$ cat src/include/aaops_map.svh
// Constants for the add and logic datapath: operation codes, flag positions, reset values
`ifndef AAOPS_MAP_SVH
`define AAOPS_MAP_SVH
`define AAOPS_OP_NONE      4'h0
`define AAOPS_OP_ADC_A     4'h1
`define AAOPS_OP_ADC_M     4'h2
`define AAOPS_OP_ADD_A     4'h3
`define AAOPS_OP_ADD_X     4'h4
`define AAOPS_OP_ADD_M     4'h5
`define AAOPS_OP_AND_A     4'h6
`define AAOPS_OP_AND_X     4'h7
`define AAOPS_OP_AND_M     4'h8
`define AAOPS_FLAG_OUTFLOW 0
`define AAOPS_FLAG_NIBBLE  1
`define AAOPS_FLAG_NULL    2
`define AAOPS_FLAG_SIGNED  3
`define AAOPS_WORK_RESET   8'h00
`define AAOPS_FLAGS_RESET  4'h0
`endif

$ cat src/include/aaops_pkg.sv
// Types shared by the add and logic datapath
package aaops_pkg;
	typedef logic [3:0] aaops_op_type;
	typedef struct packed {
		logic signed_range_flag;
		logic null_flag;
		logic nibble_carry_flag;
		logic outflow_flag;
	} aaops_flags_type;
	typedef struct packed {
		logic       valid;
		logic [3:0] op;
		logic [7:0] mem_byte;
		logic [7:0] imm_byte;
	} aaops_req_type;
endpackage

$ cat src/hw/aaops_adder.sv
// Eight-bit adder that reports the nibble, outflow and signed range carries
`timescale 1ns/1ps
module aaops_adder #(
	parameter int WIDTH = 8
) (
	input  wire logic [WIDTH-1:0] a_i,
	input  wire logic [WIDTH-1:0] b_i,
	input  wire logic             cin_i,
	output logic      [WIDTH-1:0] sum_o,
	output logic                  nibble_o,
	output logic                  outflow_o,
	output logic                  signed_o
);
	logic [4:0]     low_sum;
	logic [WIDTH:0] full_sum;
	// Nibble carry computed on its own low slice, carry out of bit 3
	always_comb begin
		low_sum   = {1'b0, a_i[3:0]} + {1'b0, b_i[3:0]} + {4'h0, cin_i};
		full_sum  = {1'b0, a_i} + {1'b0, b_i} + {{WIDTH{1'b0}}, cin_i};
		sum_o     = full_sum[WIDTH-1:0];
		nibble_o  = low_sum[4];
		outflow_o = full_sum[WIDTH];
		// Overflow when both operands agree in sign and result disagrees
		signed_o  = (a_i[WIDTH-1] == b_i[WIDTH-1]) && (sum_o[WIDTH-1] != a_i[WIDTH-1]);
	end
endmodule

$ cat src/hw/aaops_core.sv
// Add and AND datapath: work register, status flags and memory write-back
`timescale 1ns/1ps
`include "aaops_map.svh"
module aaops_core
	import aaops_pkg::*;
(
	input  wire logic          clk_sys_i,
	input  wire logic          reset_i,
	input  wire aaops_req_type req_i,
	output logic [7:0]         work_register_o,
	output aaops_flags_type    flags_o,
	output logic               mem_we_o,
	output logic [7:0]         mem_wdata_o,
	output logic               done_o
);
	// Idle between ops, busy while a result is on the outputs
	typedef enum logic [1:0] {
		AAOPS_ST_IDLE = 2'b01,
		AAOPS_ST_BUSY = 2'b10
	} aaops_state_type;

	aaops_state_type state_r, state_nxt;
	logic [7:0]      work_r, work_nxt;
	aaops_flags_type flags_r, flags_nxt;
	logic            we_r, we_nxt;
	logic [7:0]      wdata_r, wdata_nxt;
	logic            done_r, done_nxt;
	logic [7:0]      add_b;
	logic            add_cin;
	logic [7:0]      add_sum;
	logic            add_nib, add_out, add_sgn;
	logic [7:0]      and_res;

	// Operand comes from the instruction word, not from memory
	function automatic logic op_takes_imm(input aaops_op_type op);
		return (op == `AAOPS_OP_ADD_X) || (op == `AAOPS_OP_AND_X);
	endfunction

	// Carry-adds are the only ops that consume the stored outflow bit
	function automatic logic op_uses_carry(input aaops_op_type op);
		return (op == `AAOPS_OP_ADC_A) || (op == `AAOPS_OP_ADC_M);
	endfunction

	// Adder-based ops; these rewrite all four flags
	function automatic logic op_is_arith(input aaops_op_type op);
		return op inside {`AAOPS_OP_ADC_A, `AAOPS_OP_ADC_M, `AAOPS_OP_ADD_A, `AAOPS_OP_ADD_X, `AAOPS_OP_ADD_M};
	endfunction

	// Bitwise ops; only the null flag follows them
	function automatic logic op_is_logic(input aaops_op_type op);
		return op inside {`AAOPS_OP_AND_A, `AAOPS_OP_AND_X, `AAOPS_OP_AND_M};
	endfunction

	// Select adder operand and carry-in per operation
	always_comb begin
		add_b   = op_takes_imm(req_i.op) ? req_i.imm_byte : req_i.mem_byte;
		add_cin = 1'b0;
		if (op_uses_carry(req_i.op)) begin
			add_cin = flags_r.outflow_flag;
		end
		and_res = work_r & (op_takes_imm(req_i.op) ? req_i.imm_byte : req_i.mem_byte);
	end

	aaops_adder #(
		.WIDTH(8)
	) u_adder (
		.a_i      (work_r),
		.b_i      (add_b),
		.cin_i    (add_cin),
		.sum_o    (add_sum),
		.nibble_o (add_nib),
		.outflow_o(add_out),
		.signed_o (add_sgn)
	);

	// Next state; one operation per valid cycle, result registered once
	always_comb begin
		state_nxt = AAOPS_ST_IDLE;
		work_nxt  = work_r;
		flags_nxt = flags_r;
		we_nxt    = 1'b0;
		wdata_nxt = wdata_r;
		done_nxt  = 1'b0;
		if (req_i.valid) begin
			state_nxt = AAOPS_ST_BUSY;
			done_nxt  = 1'b1;
			unique case (req_i.op)
				`AAOPS_OP_ADC_A, `AAOPS_OP_ADD_A, `AAOPS_OP_ADD_X: begin
					work_nxt = add_sum;
				end
				`AAOPS_OP_ADC_M, `AAOPS_OP_ADD_M: begin
					we_nxt    = 1'b1;
					wdata_nxt = add_sum;
				end
				`AAOPS_OP_AND_A, `AAOPS_OP_AND_X: begin
					work_nxt = and_res;
				end
				`AAOPS_OP_AND_M: begin
					we_nxt    = 1'b1;
					wdata_nxt = and_res;
				end
				default: begin
					done_nxt = 1'b0; // Unknown codes only move the state to busy
				end
			endcase
			// Arithmetic ops update all four flags
			if (op_is_arith(req_i.op)) begin
				flags_nxt.outflow_flag      = add_out;
				flags_nxt.nibble_carry_flag = add_nib;
				flags_nxt.signed_range_flag = add_sgn;
				flags_nxt.null_flag         = (add_sum == 8'h00);
			end
			// Logic ops touch the null flag alone
			if (op_is_logic(req_i.op)) begin
				flags_nxt.null_flag = (and_res == 8'h00);
			end
		end
	end

	// State registers
	always_ff @(posedge clk_sys_i) begin
		if (reset_i) begin
			state_r <= AAOPS_ST_IDLE;
			work_r  <= `AAOPS_WORK_RESET;
			flags_r <= `AAOPS_FLAGS_RESET;
			we_r    <= 1'b0;
			wdata_r <= 8'h00;
			done_r  <= 1'b0;
		end else begin
			state_r <= state_nxt;
			work_r  <= work_nxt;
			flags_r <= flags_nxt;
			we_r    <= we_nxt;
			wdata_r <= wdata_nxt;
			done_r  <= done_nxt;
		end
	end

	assign work_register_o = work_r;
	assign flags_o         = flags_r;
	assign mem_we_o        = we_r;
	assign mem_wdata_o     = wdata_r;
	assign done_o          = done_r;

	// Checks
	AST_ADC_A_SUM: assert property (@(posedge clk_sys_i) disable iff (reset_i)
		req_i.valid && req_i.op == `AAOPS_OP_ADC_A |=> work_r == 8'($past(work_r) + $past(req_i.mem_byte)
		+ {7'h00, $past(flags_r.outflow_flag)})) else $error("carry add to work wrong");
	AST_ADC_M_WB: assert property (@(posedge clk_sys_i) disable iff (reset_i)
		req_i.valid && req_i.op == `AAOPS_OP_ADC_M |=> mem_we_o && mem_wdata_o == 8'($past(work_r)
		+ $past(req_i.mem_byte) + {7'h00, $past(flags_r.outflow_flag)})) else $error("carry add to memory wrong");
	AST_ADD_A_SUM: assert property (@(posedge clk_sys_i) disable iff (reset_i)
		req_i.valid && req_i.op == `AAOPS_OP_ADD_A |=> work_r == 8'($past(work_r) + $past(req_i.mem_byte)))
		else $error("plain add wrong");
	AST_ADD_X_SUM: assert property (@(posedge clk_sys_i) disable iff (reset_i)
		req_i.valid && req_i.op == `AAOPS_OP_ADD_X |=> work_r == 8'($past(work_r) + $past(req_i.imm_byte)))
		else $error("immediate add wrong");
	AST_ADD_M_KEEP: assert property (@(posedge clk_sys_i) disable iff (reset_i)
		req_i.valid && req_i.op == `AAOPS_OP_ADD_M |=> $stable(work_r) && mem_we_o)
		else $error("add to memory changed work register");
	AST_AND_A_FLAGS: assert property (@(posedge clk_sys_i) disable iff (reset_i)
		req_i.valid && req_i.op == `AAOPS_OP_AND_A |=> $stable(flags_r.outflow_flag)
		&& $stable(flags_r.nibble_carry_flag) && $stable(flags_r.signed_range_flag))
		else $error("and changed arithmetic flags");
	AST_AND_X_NULL: assert property (@(posedge clk_sys_i) disable iff (reset_i)
		req_i.valid && req_i.op == `AAOPS_OP_AND_X |=> flags_r.null_flag == (work_r == 8'h00))
		else $error("and immediate null flag wrong");
	AST_AND_M_WB: assert property (@(posedge clk_sys_i) disable iff (reset_i)
		req_i.valid && req_i.op == `AAOPS_OP_AND_M |=> mem_we_o && $stable(work_r)
		&& mem_wdata_o == ($past(work_r) & $past(req_i.mem_byte))) else $error("and to memory wrong");
	AST_NULL_FLAG: assert property (@(posedge clk_sys_i) disable iff (reset_i)
		req_i.valid && req_i.op == `AAOPS_OP_ADD_M |=> flags_r.null_flag == (mem_wdata_o == 8'h00)
		##1 !mem_we_o || $past(req_i.valid)) else $error("null flag wrong");
	AST_OUTFLOW: assert property (@(posedge clk_sys_i) disable iff (reset_i)
		req_i.valid && req_i.op == `AAOPS_OP_ADD_A |=> flags_r.outflow_flag
		== ((9'($past(work_r)) + 9'($past(req_i.mem_byte))) > 9'h0FF)) else $error("outflow flag wrong");

	// Flag and result checks per operation, against the sums themselves
	AST_ADC_A_NIB: assert property (@(posedge clk_sys_i) disable iff (reset_i)
		req_i.valid && req_i.op == `AAOPS_OP_ADC_A |=> flags_r.nibble_carry_flag
		== ((5'($past(work_r[3:0])) + 5'($past(req_i.mem_byte[3:0])) + 5'($past(flags_r.outflow_flag))) > 5'h0F))
		else $error("carry add nibble flag wrong");
	AST_ADC_A_NULL: assert property (@(posedge clk_sys_i) disable iff (reset_i)
		req_i.valid && req_i.op == `AAOPS_OP_ADC_A |=> flags_r.null_flag == (work_r == 8'h00))
		else $error("carry add null flag wrong");
	AST_ADC_M_OUT: assert property (@(posedge clk_sys_i) disable iff (reset_i)
		req_i.valid && req_i.op == `AAOPS_OP_ADC_M |=> flags_r.outflow_flag
		== ((9'($past(work_r)) + 9'($past(req_i.mem_byte)) + 9'($past(flags_r.outflow_flag))) > 9'h0FF))
		else $error("carry add to memory outflow flag wrong");
	AST_ADC_M_KEEP: assert property (@(posedge clk_sys_i) disable iff (reset_i)
		req_i.valid && req_i.op == `AAOPS_OP_ADC_M |=> $stable(work_r))
		else $error("carry add to memory changed work register");
	AST_ADD_A_NULL: assert property (@(posedge clk_sys_i) disable iff (reset_i)
		req_i.valid && req_i.op == `AAOPS_OP_ADD_A |=> flags_r.null_flag == (work_r == 8'h00))
		else $error("plain add null flag wrong");
	AST_ADD_X_OUT: assert property (@(posedge clk_sys_i) disable iff (reset_i)
		req_i.valid && req_i.op == `AAOPS_OP_ADD_X |=> flags_r.outflow_flag
		== ((9'($past(work_r)) + 9'($past(req_i.imm_byte))) > 9'h0FF))
		else $error("immediate add outflow flag wrong");
	AST_ADD_M_WB: assert property (@(posedge clk_sys_i) disable iff (reset_i)
		req_i.valid && req_i.op == `AAOPS_OP_ADD_M |=> mem_wdata_o == 8'($past(work_r) + $past(req_i.mem_byte)))
		else $error("add to memory sum wrong");
	AST_ADD_M_OUT: assert property (@(posedge clk_sys_i) disable iff (reset_i)
		req_i.valid && req_i.op == `AAOPS_OP_ADD_M |=> flags_r.outflow_flag
		== ((9'($past(work_r)) + 9'($past(req_i.mem_byte))) > 9'h0FF))
		else $error("add to memory outflow flag wrong");
	AST_AND_A_RES: assert property (@(posedge clk_sys_i) disable iff (reset_i)
		req_i.valid && req_i.op == `AAOPS_OP_AND_A |=> work_r == ($past(work_r) & $past(req_i.mem_byte))
		&& flags_r.null_flag == (work_r == 8'h00))
		else $error("and from memory result wrong");
	AST_AND_X_RES: assert property (@(posedge clk_sys_i) disable iff (reset_i)
		req_i.valid && req_i.op == `AAOPS_OP_AND_X |=> work_r == ($past(work_r) & $past(req_i.imm_byte))
		&& $stable(flags_r.outflow_flag) && $stable(flags_r.signed_range_flag))
		else $error("and immediate result wrong");
	AST_AND_M_FLAGS: assert property (@(posedge clk_sys_i) disable iff (reset_i)
		req_i.valid && req_i.op == `AAOPS_OP_AND_M |=> $stable(flags_r.outflow_flag)
		&& $stable(flags_r.nibble_carry_flag) && flags_r.null_flag == (mem_wdata_o == 8'h00))
		else $error("and to memory flags wrong");
	AST_SIGNED: assert property (@(posedge clk_sys_i) disable iff (reset_i)
		req_i.valid && req_i.op == `AAOPS_OP_ADD_X |=> flags_r.signed_range_flag
		== (($past(work_r[7]) == $past(req_i.imm_byte[7])) && (work_r[7] != $past(work_r[7]))))
		else $error("signed range flag wrong");
	AST_NIBBLE: assert property (@(posedge clk_sys_i) disable iff (reset_i)
		req_i.valid && req_i.op == `AAOPS_OP_ADD_M |=> flags_r.nibble_carry_flag
		== ((5'($past(work_r[3:0])) + 5'($past(req_i.mem_byte[3:0]))) > 5'h0F))
		else $error("nibble carry flag wrong");

	// Main scenarios worth seeing at least once
	COV_ADC_CARRY: cover property (@(posedge clk_sys_i) req_i.valid && req_i.op == `AAOPS_OP_ADC_A
		&& flags_r.outflow_flag);
	COV_ADD_OVF: cover property (@(posedge clk_sys_i) req_i.valid && req_i.op == `AAOPS_OP_ADD_X ##1 flags_r.signed_range_flag);
	COV_AND_ZERO: cover property (@(posedge clk_sys_i) req_i.valid && req_i.op == `AAOPS_OP_AND_M ##1 flags_r.null_flag);
	COV_BACK2BACK: cover property (@(posedge clk_sys_i) state_r == AAOPS_ST_BUSY && req_i.valid);
endmodule

$ cat config.mk
export PLATFORM = sky130hd
export DESIGN_NAME = aaops_core
export DESIGN_NICKNAME = d
export VERILOG_FILES = /design/src/include/aaops_pkg.sv /design/src/hw/aaops_adder.sv /design/src/hw/aaops_core.sv
export VERILOG_INCLUDE_DIRS = /design/src /design/src/include
export SDC_FILE = /design/constraint.sdc
export NUM_CORES = 1
export LEC_CHECK = 0
export BUFFER_PORTS_ARGS = -buffer_cell sky130_fd_sc_hd__buf_2
export CAP_MARGIN = 15
export CORE_MARGIN = 1
export CORE_UTILIZATION = 55
export DETAILED_ROUTE_END_ITERATION = 8
export GPL_ROUTABILITY_DRIVEN = 0
export PLACE_DENSITY = 0.84
export SYNTH_ARGS = -nofsm -noshare
export SYNTH_HDL_FRONTEND = slang
export SYNTH_SLANG_ARGS = --single-unit
$ cat constraint.sdc
create_clock -name clk_sys_i -period 9.94 [get_ports clk_sys_i]
set_clock_uncertainty 0.1 [all_clocks]
set_input_delay 0 -clock clk_sys_i [delete_from_list [all_inputs] [get_ports clk_sys_i]]
set_output_delay 0 -clock clk_sys_i [all_outputs]
set_load 0.02 [all_outputs]
Yosys cells after proc, flatten, opt, wreduce, memory -nomap -nowiden

Cells that the tools add are included.

Word-level logic and storage cells: 52
Bits in registers: 22
Memory bits (writable): 0
Input port bits: 23
Latch bits: 0
Memory bits (read-only): 0
Output and inout port bits: 22
Memories: 0

Bitwise logic cells: 2
Multiplexer cells: 8
Shifts and indexed selects: 0
Eq/ne operators: 10
Divide/modulo/power cells: 0
$lt $le $gt $ge: 0
Add/subtract/negate cells: 4
Reduce and logical (&&, ||, !) cells: 20
$mul: 0

Operators by type and width:

| cell                                                            | number |
|---|---|
| 8-bit one-hot mux with 2 select lines                           | 2 |
| 4-bit by 3-bit == test with 1-bit output, second input constant | 4 |
| 8-bit zero test                                                 | 2 |
| 8-bit by 8-bit adder with 9-bit output                          | 1 |
| 9-bit by 1-bit adder with 9-bit output                          | 1 |
| 8-bit AND                                                       | 1 |
| 4-bit by 2-bit == test with 1-bit output, second input constant | 2 |
| 8-bit 2-to-1 mux                                                | 1 |
| 2-bit AND reduction                                             | 4 |
| 8-bit OR reduction                                              | 1 |
| 2-bit nonzero test                                              | 3 |
| 2-bit OR reduction                                              | 3 |
| 3-bit OR reduction                                              | 2 |
| 4-bit by 4-bit adder with 5-bit output                          | 1 |
| 5-bit by 1-bit adder with 5-bit output                          | 1 |
| 5-bit nonzero test                                              | 1 |
| 4-bit by 1-bit == test with 1-bit output, second input constant | 1 |
| 4-bit == test, second input constant                            | 1 |
| 1-bit 2-to-1 mux                                                | 4 |
| 3-bit 2-to-1 mux                                                | 1 |
| 3-bit nonzero test                                              | 1 |
| 1-bit logical OR                                                | 2 |
| 1-bit == test                                                   | 1 |
| 1-bit logical AND                                               | 1 |
| 2 further kinds                                                 | 2 |

Logic depth before layout (Yosys ltp)

Gate-level depths: netlist of run 1.

Depth in word-level cells: 8
Gate-level depth with buffers: 12
Depth with buffers taken out: 11

Hierarchy

A second synthesis of run 1 with hierarchy kept.

Cells, all modules: 191
Area, all modules: 1564.0 µm²

By module, submodules not included:

| module      | seq. area each (µm²) | cells an instance | instances | area each (µm²) |
|---|---|---|---|---|
| aaops_core  | 440.4                | 154               | 1         | 1239.9 |
| aaops_adder | 0.0                  | 37                | 1         | 324.1 |

Worst setup path before layout of run 1

Ideal clock, no wire load.

Kind: in2reg
Start point: in req_i[17] in the netlist's numbering
End point: reg work_r[6] (netlist: work_register_o[6])
Cell stages on the path: 12
Setup time: 0.091 ns
Arrival: 2.965 ns
Data required time: 9.749 ns
Path buffers: 1
Setup slack: 6.784 ns
Cells stage by stage: buf_6 -> xor2_1 -> nor3b_2 -> mux2_2 -> fa_1 -> fa_1 -> a21o_1 -> a31o_1 -> a21oi_2 -> xnor2_1 -> nand2_1 -> a311oi_1

Cells in the longest elaborated chain, start to end: 6
Elaborated cells between the ends (all ways): 18
Classes of those cells: add/sub: 2; eq/ne: 6; mux: 3; bitwise: 1; reduce/logical: 6

Ends and longest elaborated chain:

| item                                     | line                               | source |
|---|---|---|
| start: declaration                       | aaops_core.sv:9                    | `input wire aaops_req_type req_i,` |
| 4-bit by 3-bit == test with 1-bit output | aaops_core.sv:87                   | `unique case (req_i.op)` |
| 1-bit logical OR                         | aaops_core.sv:36                   | `` return (op == `AAOPS_OP_ADD_X) \|\| (op == `AAOPS_OP_AND_X); `` |
| 8-bit 2-to-1 mux                         | aaops_core.sv:56, aaops_core.sv:61 |  |
| 8-bit by 8-bit adder with 9-bit output   | aaops_adder.sv:19                  | `full_sum = {1'b0, a_i} + {1'b0, b_i} + {{WIDTH{1'b0}}, cin_i};` |
| 9-bit by 1-bit adder with 9-bit output   | aaops_adder.sv:19                  |  |
| 8-bit one-hot mux with 2 select lines    | aaops_core.sv:87                   |  |
| end signal: assignment                   | aaops_core.sv:124                  | `` work_r <= `AAOPS_WORK_RESET; `` |
| end signal: assignment                   | aaops_core.sv:131                  | `work_r <= work_nxt;` |
| end: declaration                         | aaops_core.sv:23                   | `logic [7:0] work_r, work_nxt;` |

Parallel ways exist; a longest one is shown, timed or not.
A chain may end at the register's enable or synchronous reset.

Worst setup path after layout of run 1

Start point: in req_i[17] in the netlist's numbering
End point: reg flags_r, in the netlist flags_o[2]

Cells in the longest elaborated chain, start to end: 8
Elaborated cells between the ends (all ways): 23
Classes of those cells: add/sub: 2; eq/ne: 8; mux: 4; bitwise: 1; reduce/logical: 8

Ends and longest elaborated chain:

| item                                                        | line                               | source |
|---|---|---|
| 4-bit by 3-bit == test with 1-bit output (on tied branches) | aaops_core.sv:46, aaops_core.sv:51 |  |
| 1-bit logical OR                                            | aaops_core.sv:36                   |  |
| 8-bit 2-to-1 mux                                            | aaops_core.sv:56, aaops_core.sv:61 |  |
| 8-bit by 8-bit adder with 9-bit output                      | aaops_adder.sv:19                  |  |
| 9-bit by 1-bit adder with 9-bit output                      | aaops_adder.sv:19                  |  |
| 8-bit zero test                                             | aaops_core.sv:111                  | `flags_nxt.null_flag = (add_sum == 8'h00);` |
| 3-bit 2-to-1 mux                                            | aaops_core.sv:107                  | `if (op_is_arith(req_i.op)) begin` |
| 1-bit 2-to-1 mux                                            | aaops_core.sv:114                  | `if (op_is_logic(req_i.op)) begin` |
| end signal: assignment                                      | aaops_core.sv:125                  | `` flags_r <= `AAOPS_FLAGS_RESET; `` |
| end signal: assignment                                      | aaops_core.sv:132                  | `flags_r <= flags_nxt;` |
| end: declaration                                            | aaops_core.sv:24                   | `aaops_flags_type flags_r, flags_nxt;` |

Parallel ways exist; a longest one is shown, timed or not. The select of a mux whose other input is x is not followed.

==> key figures, run 1 <==
Status
  • Status: finished, final reports clean

Floorplanning
  • Die H: 55.33 um
  • Rows: 18
  • Die span in x: 55.33 um
  • Die Footprint: 3061 um2
  • I/O pins: 45
  • Initial Util: 60.39%
  • CORE AREA: 2590 um2

Worst setup path
  • Worst-path maximum fanout: 8
  • Setup crit end kind: flip-flop
  • Worst endpoint data arrival time: 3.50 ns
  • CP startpoint kind: input port
  • Worst EP required: 10.05 ns
  • Kind of critical path: input port to flip-flop

Timing
  • Crit path time final: 3.387 ns
  • Hold Fails Final Rpt: 0
  • Final period utilization: 34.08%
  • TNS Setup: 0 ns
  • Max Slew Vio Count: 0
  • Fmax: 0.2952 GHz
  • RSZ-0062 raised after global routing: no
  • Actual slew at the worst max-slew pin: 0.8792 ns
  • Endpoints failing setup: 0
  • WHS: about 0.076 ns
  • Slew HR: 41.14%

Logic synthesis
  • Predominant post-synthesis flop cell: dfxtp_1
  • Avg Cell Area, Syn: 8.593 um2
  • Fraction of registers with async set/reset: 0%
  • Mapped Area: roughly 1600 um2
  • Gate Count Post-Synth: 182
  • Syn_nets: 215
  • Seq cells post-synth: 22
  • Number of synthesized flops with an enable pin: 0
  • Yosys cell types: 45
  • Seq/Total Area, Yosys: ~28%
  • Synth Warn #: 0

Routing
  • 1st-pass router iterations: 4
  • Post-route ant nets: 0
  • Detailed-route DRC error count: 0
  • DR iter-0 viols: 96
  • Total wire length: 4107 um
  • Vias per std cell: 6.415
  • DR vias: between 1500 and 2000
  • Wire per inst: 16.23 um

Power
  • LEAKAGE: 0.8062 nW
  • P_sw: around 80 uW
  • VDD IR-drop max: between 0.1 and 0.15 mV
  • Sequential share of power: 39.8%
  • Logic gate share of total power: 31.5%
  • Internal power: 164.0 uW
  • Clock Power Share: 28.7%
  • P per Cell Area: 133.2 nW/um2
  • Sw Ratio: 32.54%

Clock network
  • Clk_lat worst skew: 0.32 ns
  • Cts bufs inserted: 3
  • H-tree Lvls: 1
  • Root Driver: clkbuf_4
  • CTS tree: done
  • Clock buffer depth: 2
  • CTS clock-pin slew for the worst setup and hold paths: 0.13 ns
  • Clk sinks: 22
  • Setup bufs post-CTS: 0
  • Post_cts resized: 0

Final layout
  • Commonest non-fill, non-tap cell in the layout: buf_2
  • Net count, final: roughly 260
  • Commonest cells after routing, fill and taps aside: buf_2 (44), nand2_1 (33), nor2_1 (23)
  • Post-route cell area: ~1800 um2
  • Register Area: 440.4 um2
  • Fill count: 213
  • Synth-to-layout area growth: 16.72%
  • Fraction of layout cells with a size suffix above 1: around 30%
  • Ant diodes: 0
  • Multi-input gate area: approximately 1000 um2

Global route
  • Global Route Usage Sum: 27.38%
  • Pin count of the biggest net entering global routing: 25
  • First-pass GRT wire length: 6913 um
  • Number of global-route vias before repair: 1487
  • GRT overflow: 0
  • Initial antenna violation count: 0

Hold path
  • Worst hold-check path type: input port to flip-flop

Placement
  • Hpwl dp: 3039 um
  • Placement-stage cell area: 1753 um2
  • PortBufs: 44

Run
  • Maxcap violations: 0
per-stage QoR:
stage	std cells	setup WS, ns	power (mW)	utilization [%]
after floorplan	182	6.784	0.1537	-
after global placement	247	6.450	0.1701	67.68
after detailed placement	247	6.254	0.1730	67.68
after CTS	253	6.567	0.2411	70.48
after global routing	253	6.335	0.2545	70.48
final	253	6.553	0.2431	70.48
flip-flops by register name, indices dropped and copies added, names as in the netlist:
signal,cells
mem_we_o,1
work_register_o,8
done_o,1
flags_o,4
mem_wdata_o,8
critical path, cell delays in order:
cell and delay, ns:
buf_2 0.15, xor2_1 0.19, nor3b_2 0.67, mux2_2 0.45
fa_1 0.44, fa_1 0.43, a21o_1 0.21, a21oi_1 0.23
xor2_1 0.28, o2111ai_1 0.15, o41ai_1 0.30
repair_timing:
item                                    CTS  global route
endpoints found under the setup margin    0             0
hold endpoints to repair                  5             0
hold buffers                              2             0
final cells by class:
type | count | area share, %
Clock inverter | 1 | 1.645
Tap cell | 30 | 2.056
Multi-Input combinational cell | 149 | 57.37
Sequential cell | 22 | 24.13
Inverter | 2 | 0.4112
Clock buffer | 3 | 1.234
Timing Repair Buffer | 46 | 13.16
cells by family (layout without fill, tap and decap cells):
logic type / after synthesis / after routing / share of synthesized area, %
AND/OR/NAND/NOR: 78 / 78 / 24.56
AO/OA/AOI/OAI: 44 / 44 / 22.48
flip-flops: 22 / 22 / 28.16
buffers and inverters: 11 / 52 / 4.880
adder cells (fa/ha/maj): 10 / 10 / 8.960
multiplexers: 10 / 10 / 7.040
XOR/XNOR: 7 / 7 / 3.920
cells in the mapped netlist, types with 3 or more instances:
library cell	number	share of area, %
a211oi_1	4	1.9
a21o_1	4	1.9
a21oi_1	3	0.96
a311oi_1	8	4.5
a311oi_2	3	2.9
buf_2	3	0.96
clkbuf_1	3	0.72
dfxtp_1	22	28
ha_1	8	6.4
mux2_2	8	5.8
nand2_1	33	7.9
nand3b_1	3	1.4
nor2_1	23	5.5
o211ai_1	4	1.9
o21ai_0	6	1.9
xnor2_1	4	2.2
xor2_1	3	1.7
power by group through the flow:
stage / sequential, mW / combinational, mW / clock, mW
3_5_place_dp: 0.0986 / 0.0743 / 0
4_1_cts: 0.0967 / 0.0754 / 0.0690
5_1_grt: 0.0975 / 0.0833 / 0.0737
2_1_floorplan: 0.104 / 0.0495 / 0
6_report: 0.0967 / 0.0765 / 0.0699
3_3_place_gp: 0.0983 / 0.0717 / 0
per-layer routing:
metal / wire (um) / global-route usage [%] / up-vias
met5: 0 / 0 / -
li1: - / - / 749
met1: 1662 / 35.65 / 762
met4: 78 / 7.857 / 0
met2: 2031 / 46.64 / 99
met3: 335 / 4.215 / 13
worst paths after layout:
kind                                  from         end  slack [ns]  cells past startpoint
worst max-delay path             req_i[17]  flags_o[2]        6.55                     11
worst min-delay path              req_i[7]  flags_o[3]        0.08                      4
worst max register to register  flags_o[0]  flags_o[2]        7.22                      8
worst min register to register  flags_o[3]  flags_o[3]        0.41                      2
(Power assumes the default switching activity.)
==> run 2: changes to the inputs <==
--- a/config.mk
+++ b/config.mk
@@ -9,10 +9,10 @@
 export BUFFER_PORTS_ARGS = -buffer_cell sky130_fd_sc_hd__buf_2
 export CAP_MARGIN = 15
 export CORE_MARGIN = 1
-export CORE_UTILIZATION = 55
+export CORE_UTILIZATION = 47
 export DETAILED_ROUTE_END_ITERATION = 8
 export GPL_ROUTABILITY_DRIVEN = 0
-export PLACE_DENSITY = 0.84
+export PLACE_DENSITY = 0.76
 export SYNTH_ARGS = -nofsm -noshare
 export SYNTH_HDL_FRONTEND = slang
 export SYNTH_SLANG_ARGS = --single-unit
==> constraint.sdc (replaced) <==
create_clock -name clk_sys_i -period 3.1 [get_ports clk_sys_i]
set_clock_uncertainty 0.1 [all_clocks]
set_input_delay 0 -clock clk_sys_i [delete_from_list [all_inputs] [get_ports clk_sys_i]]
set_output_delay 0 -clock clk_sys_i [all_outputs]
set_load 0.02 [all_outputs]
==> key figures, run 2 (synthesis results as in run 1) <==
Run
  • Maxcap violations: 0

Clock network
  • Cts bufs inserted: 3
  • Setup bufs post-CTS: 0
  • Post-cts hold buffer count: 3
  • Clock buffer depth: 2
  • Clk sinks: 22
  • Root Driver: clkbuf_4
  • Post_cts resized: 0
  • CTS tree: done
  • CTS clock-pin slew for the worst setup and hold paths: 0.12 ns
  • H-tree Lvls: 1
  • Clk_lat worst skew: between 0.3 and 0.4 ns

Timing
  • TNS Setup: 0 ns
  • Max Slew Vio Count: 0
  • Hold Fails Final Rpt: 0
  • Final period utilization: 89.04%
  • Crit path time final: 2.760 ns
  • RSZ-0062 raised after global routing: no
  • Fmax: 0.3623 GHz
  • WHS: between 0.07 and 0.08 ns
  • Endpoints failing setup: 0
  • Slew HR: 42.43%
  • Actual slew at the worst max-slew pin: 0.8599 ns

Routing
  • Detailed-route DRC error count: 0
  • Vias per std cell: 5.625
  • 1st-pass router iterations: 4
  • Wire per inst: 14.01 um
  • DR vias: roughly 1500
  • DR iter-0 viols: 67
  • Post-route ant nets: 0
  • Total wire length: 3811 um

Hold path
  • Hold Path Depth: 4
  • Worst hold-check path type: input port to flip-flop

Global route
  • GR peak layer: met2
  • First-pass GRT wire length: 6265 um
  • Number of global-route vias before repair: 1404
  • Global Route Usage Sum: roughly a quarter
  • Pin count of the biggest net entering global routing: 25
  • GR Layer Usage met3: 3.896%
  • M2 GR Usage: 38.41%
  • Initial antenna violation count: 0
  • M1 GR Usage: 31.51%
  • GRT overflow: 0

Placement
  • PortBufs: 44
  • Placement-stage cell area: between 1500 and 2000 um2
  • Hpwl dp: ~2800 um

Power
  • P per Cell Area: 413.7 nW/um2
  • P_sw: 251.4 uW
  • Clock Power Share: around 29%
  • VDD IR-drop max: 0.2279 mV
  • Sequential share of power: about two fifths
  • Total power: 781.6 uW
  • Sw Ratio: 32.16%
  • Internal power: approximately 530 uW
  • Logic gate share of total power: a little under a third
  • LEAKAGE: 0.8357 nW

Floorplanning
  • Initial Util: 50.40%
  • Die H: 59.69 um
  • I/O pins: 45
  • Die Footprint: between 3000 and 4000 um2
  • Rows: 20
  • CORE AREA: 3103 um2
  • Die span in x: 59.69 um

Worst setup path
  • Slowest Stage Delay on Critical Path: 0.44 ns
  • Setup crit end kind: flip-flop
  • Worst-path maximum fanout: 3
  • Worst EP required: 3.23 ns
  • CP Buf/Inv Count: 1
  • Crit-path most repeated cell: fa_1
  • Worst endpoint data arrival time: just under 3 ns
  • CP top delay family: compound AO/OA/AOI/OAI gates
  • Kind of critical path: input port to flip-flop
  • Cell depth of the worst setup path: 12
  • R2R depth: 9
  • CP startpoint kind: input port
  • CP max-delay cell: fa_1
  • CP Cell Sequence: buf_2 > xor2_1 > nor3b_4 > mux2_2 > fa_1 > fa_1 > a21o_1 > a31o_1 > a21oi_2 > xnor2_1 > nand2_1 > a311oi_1

Final layout
  • Commonest cells after routing, fill and taps aside: buf_2 (44), nand2_1 (33), nor2_1 (23)
  • Fill count: 313
  • Fraction of layout cells with a size suffix above 1: a little under a third
  • Post-route cell area: 1889 um2
  • Net count, final: 262
  • Commonest non-fill, non-tap cell in the layout: buf_2
  • Synth-to-layout area growth: 20.80%
  • Ant diodes: 0

Status
  • Status: finished, final reports clean
run 2: cell types whose count changed in the layout (fill, tap and decap cells not counted):
cell / previous run / this run
nor3b_2: 1 / 0
nor3b_4: 0 / 1
dlygate4sd3_1: 2 / 3
buf_4: 0 / 4
run 2: final timing paths:
| kind | from | end | slack, ns |
|---|---|---|---|
| setup / recovery | req_i[17] | work_register_o[6] | 0.34 |
| hold / removal | req_i[15] | flags_o[3] | 0.07 |
| setup reg to reg | flags_o[0] | work_register_o[6] | 0.42 |
| hold reg to reg | mem_wdata_o[1] | mem_wdata_o[1] | 0.40 |
run 2: cell type report:
type / instances / area [um2] / share of cell area [%]
well taps: 44 / 55.05 / 2.914
flip-flops and latches: 22 / 440.4 / 23.31
clock buffers: 3 / 22.52 / 1.192
inverters: 2 / 7.507 / 0.3974
clock inverters: 1 / 30.03 / 1.589
multi-input cells: 149 / 1054 / 55.76
repair buffers: 51 / 280.3 / 14.83
run 2: per-stage QoR:
stage	setup slack (ns)	util (%)	instances
final	0.3397	60.89	272
after global routing	0.2095	60.89	272
after CTS	0.3415	60.89	272
after detailed placement	0.01986	58.23	265
after global placement	0.1074	58.23	265
after floorplan	0.04049	-	182
run 2: worst min-delay path: stages:
cell and delay [ns]:
buf_2 0.07, mux2_2 0.13, ha_1 0.16, o41ai_1 0.09
run 2: power by group through the flow:
stage	combinational (mW)	clock (mW)	sequential, mW
after floorplan	0.160	0	0.334
after global placement	0.238	0	0.316
after global routing	0.273	0.245	0.312
after detailed placement	0.242	0	0.316
after CTS	0.246	0.228	0.310
final	0.248	0.224	0.309
run 2: routing by layer:
| layer | up-vias | share of wire (%) |
|---|---|---|
| li1 | 756 | - |
| met5 | - | 0 |
| met1 | 701 | 46 |
| met4 | 0 | 0.84 |
| met2 | 68 | 47 |
| met3 | 5 | 6.6 |
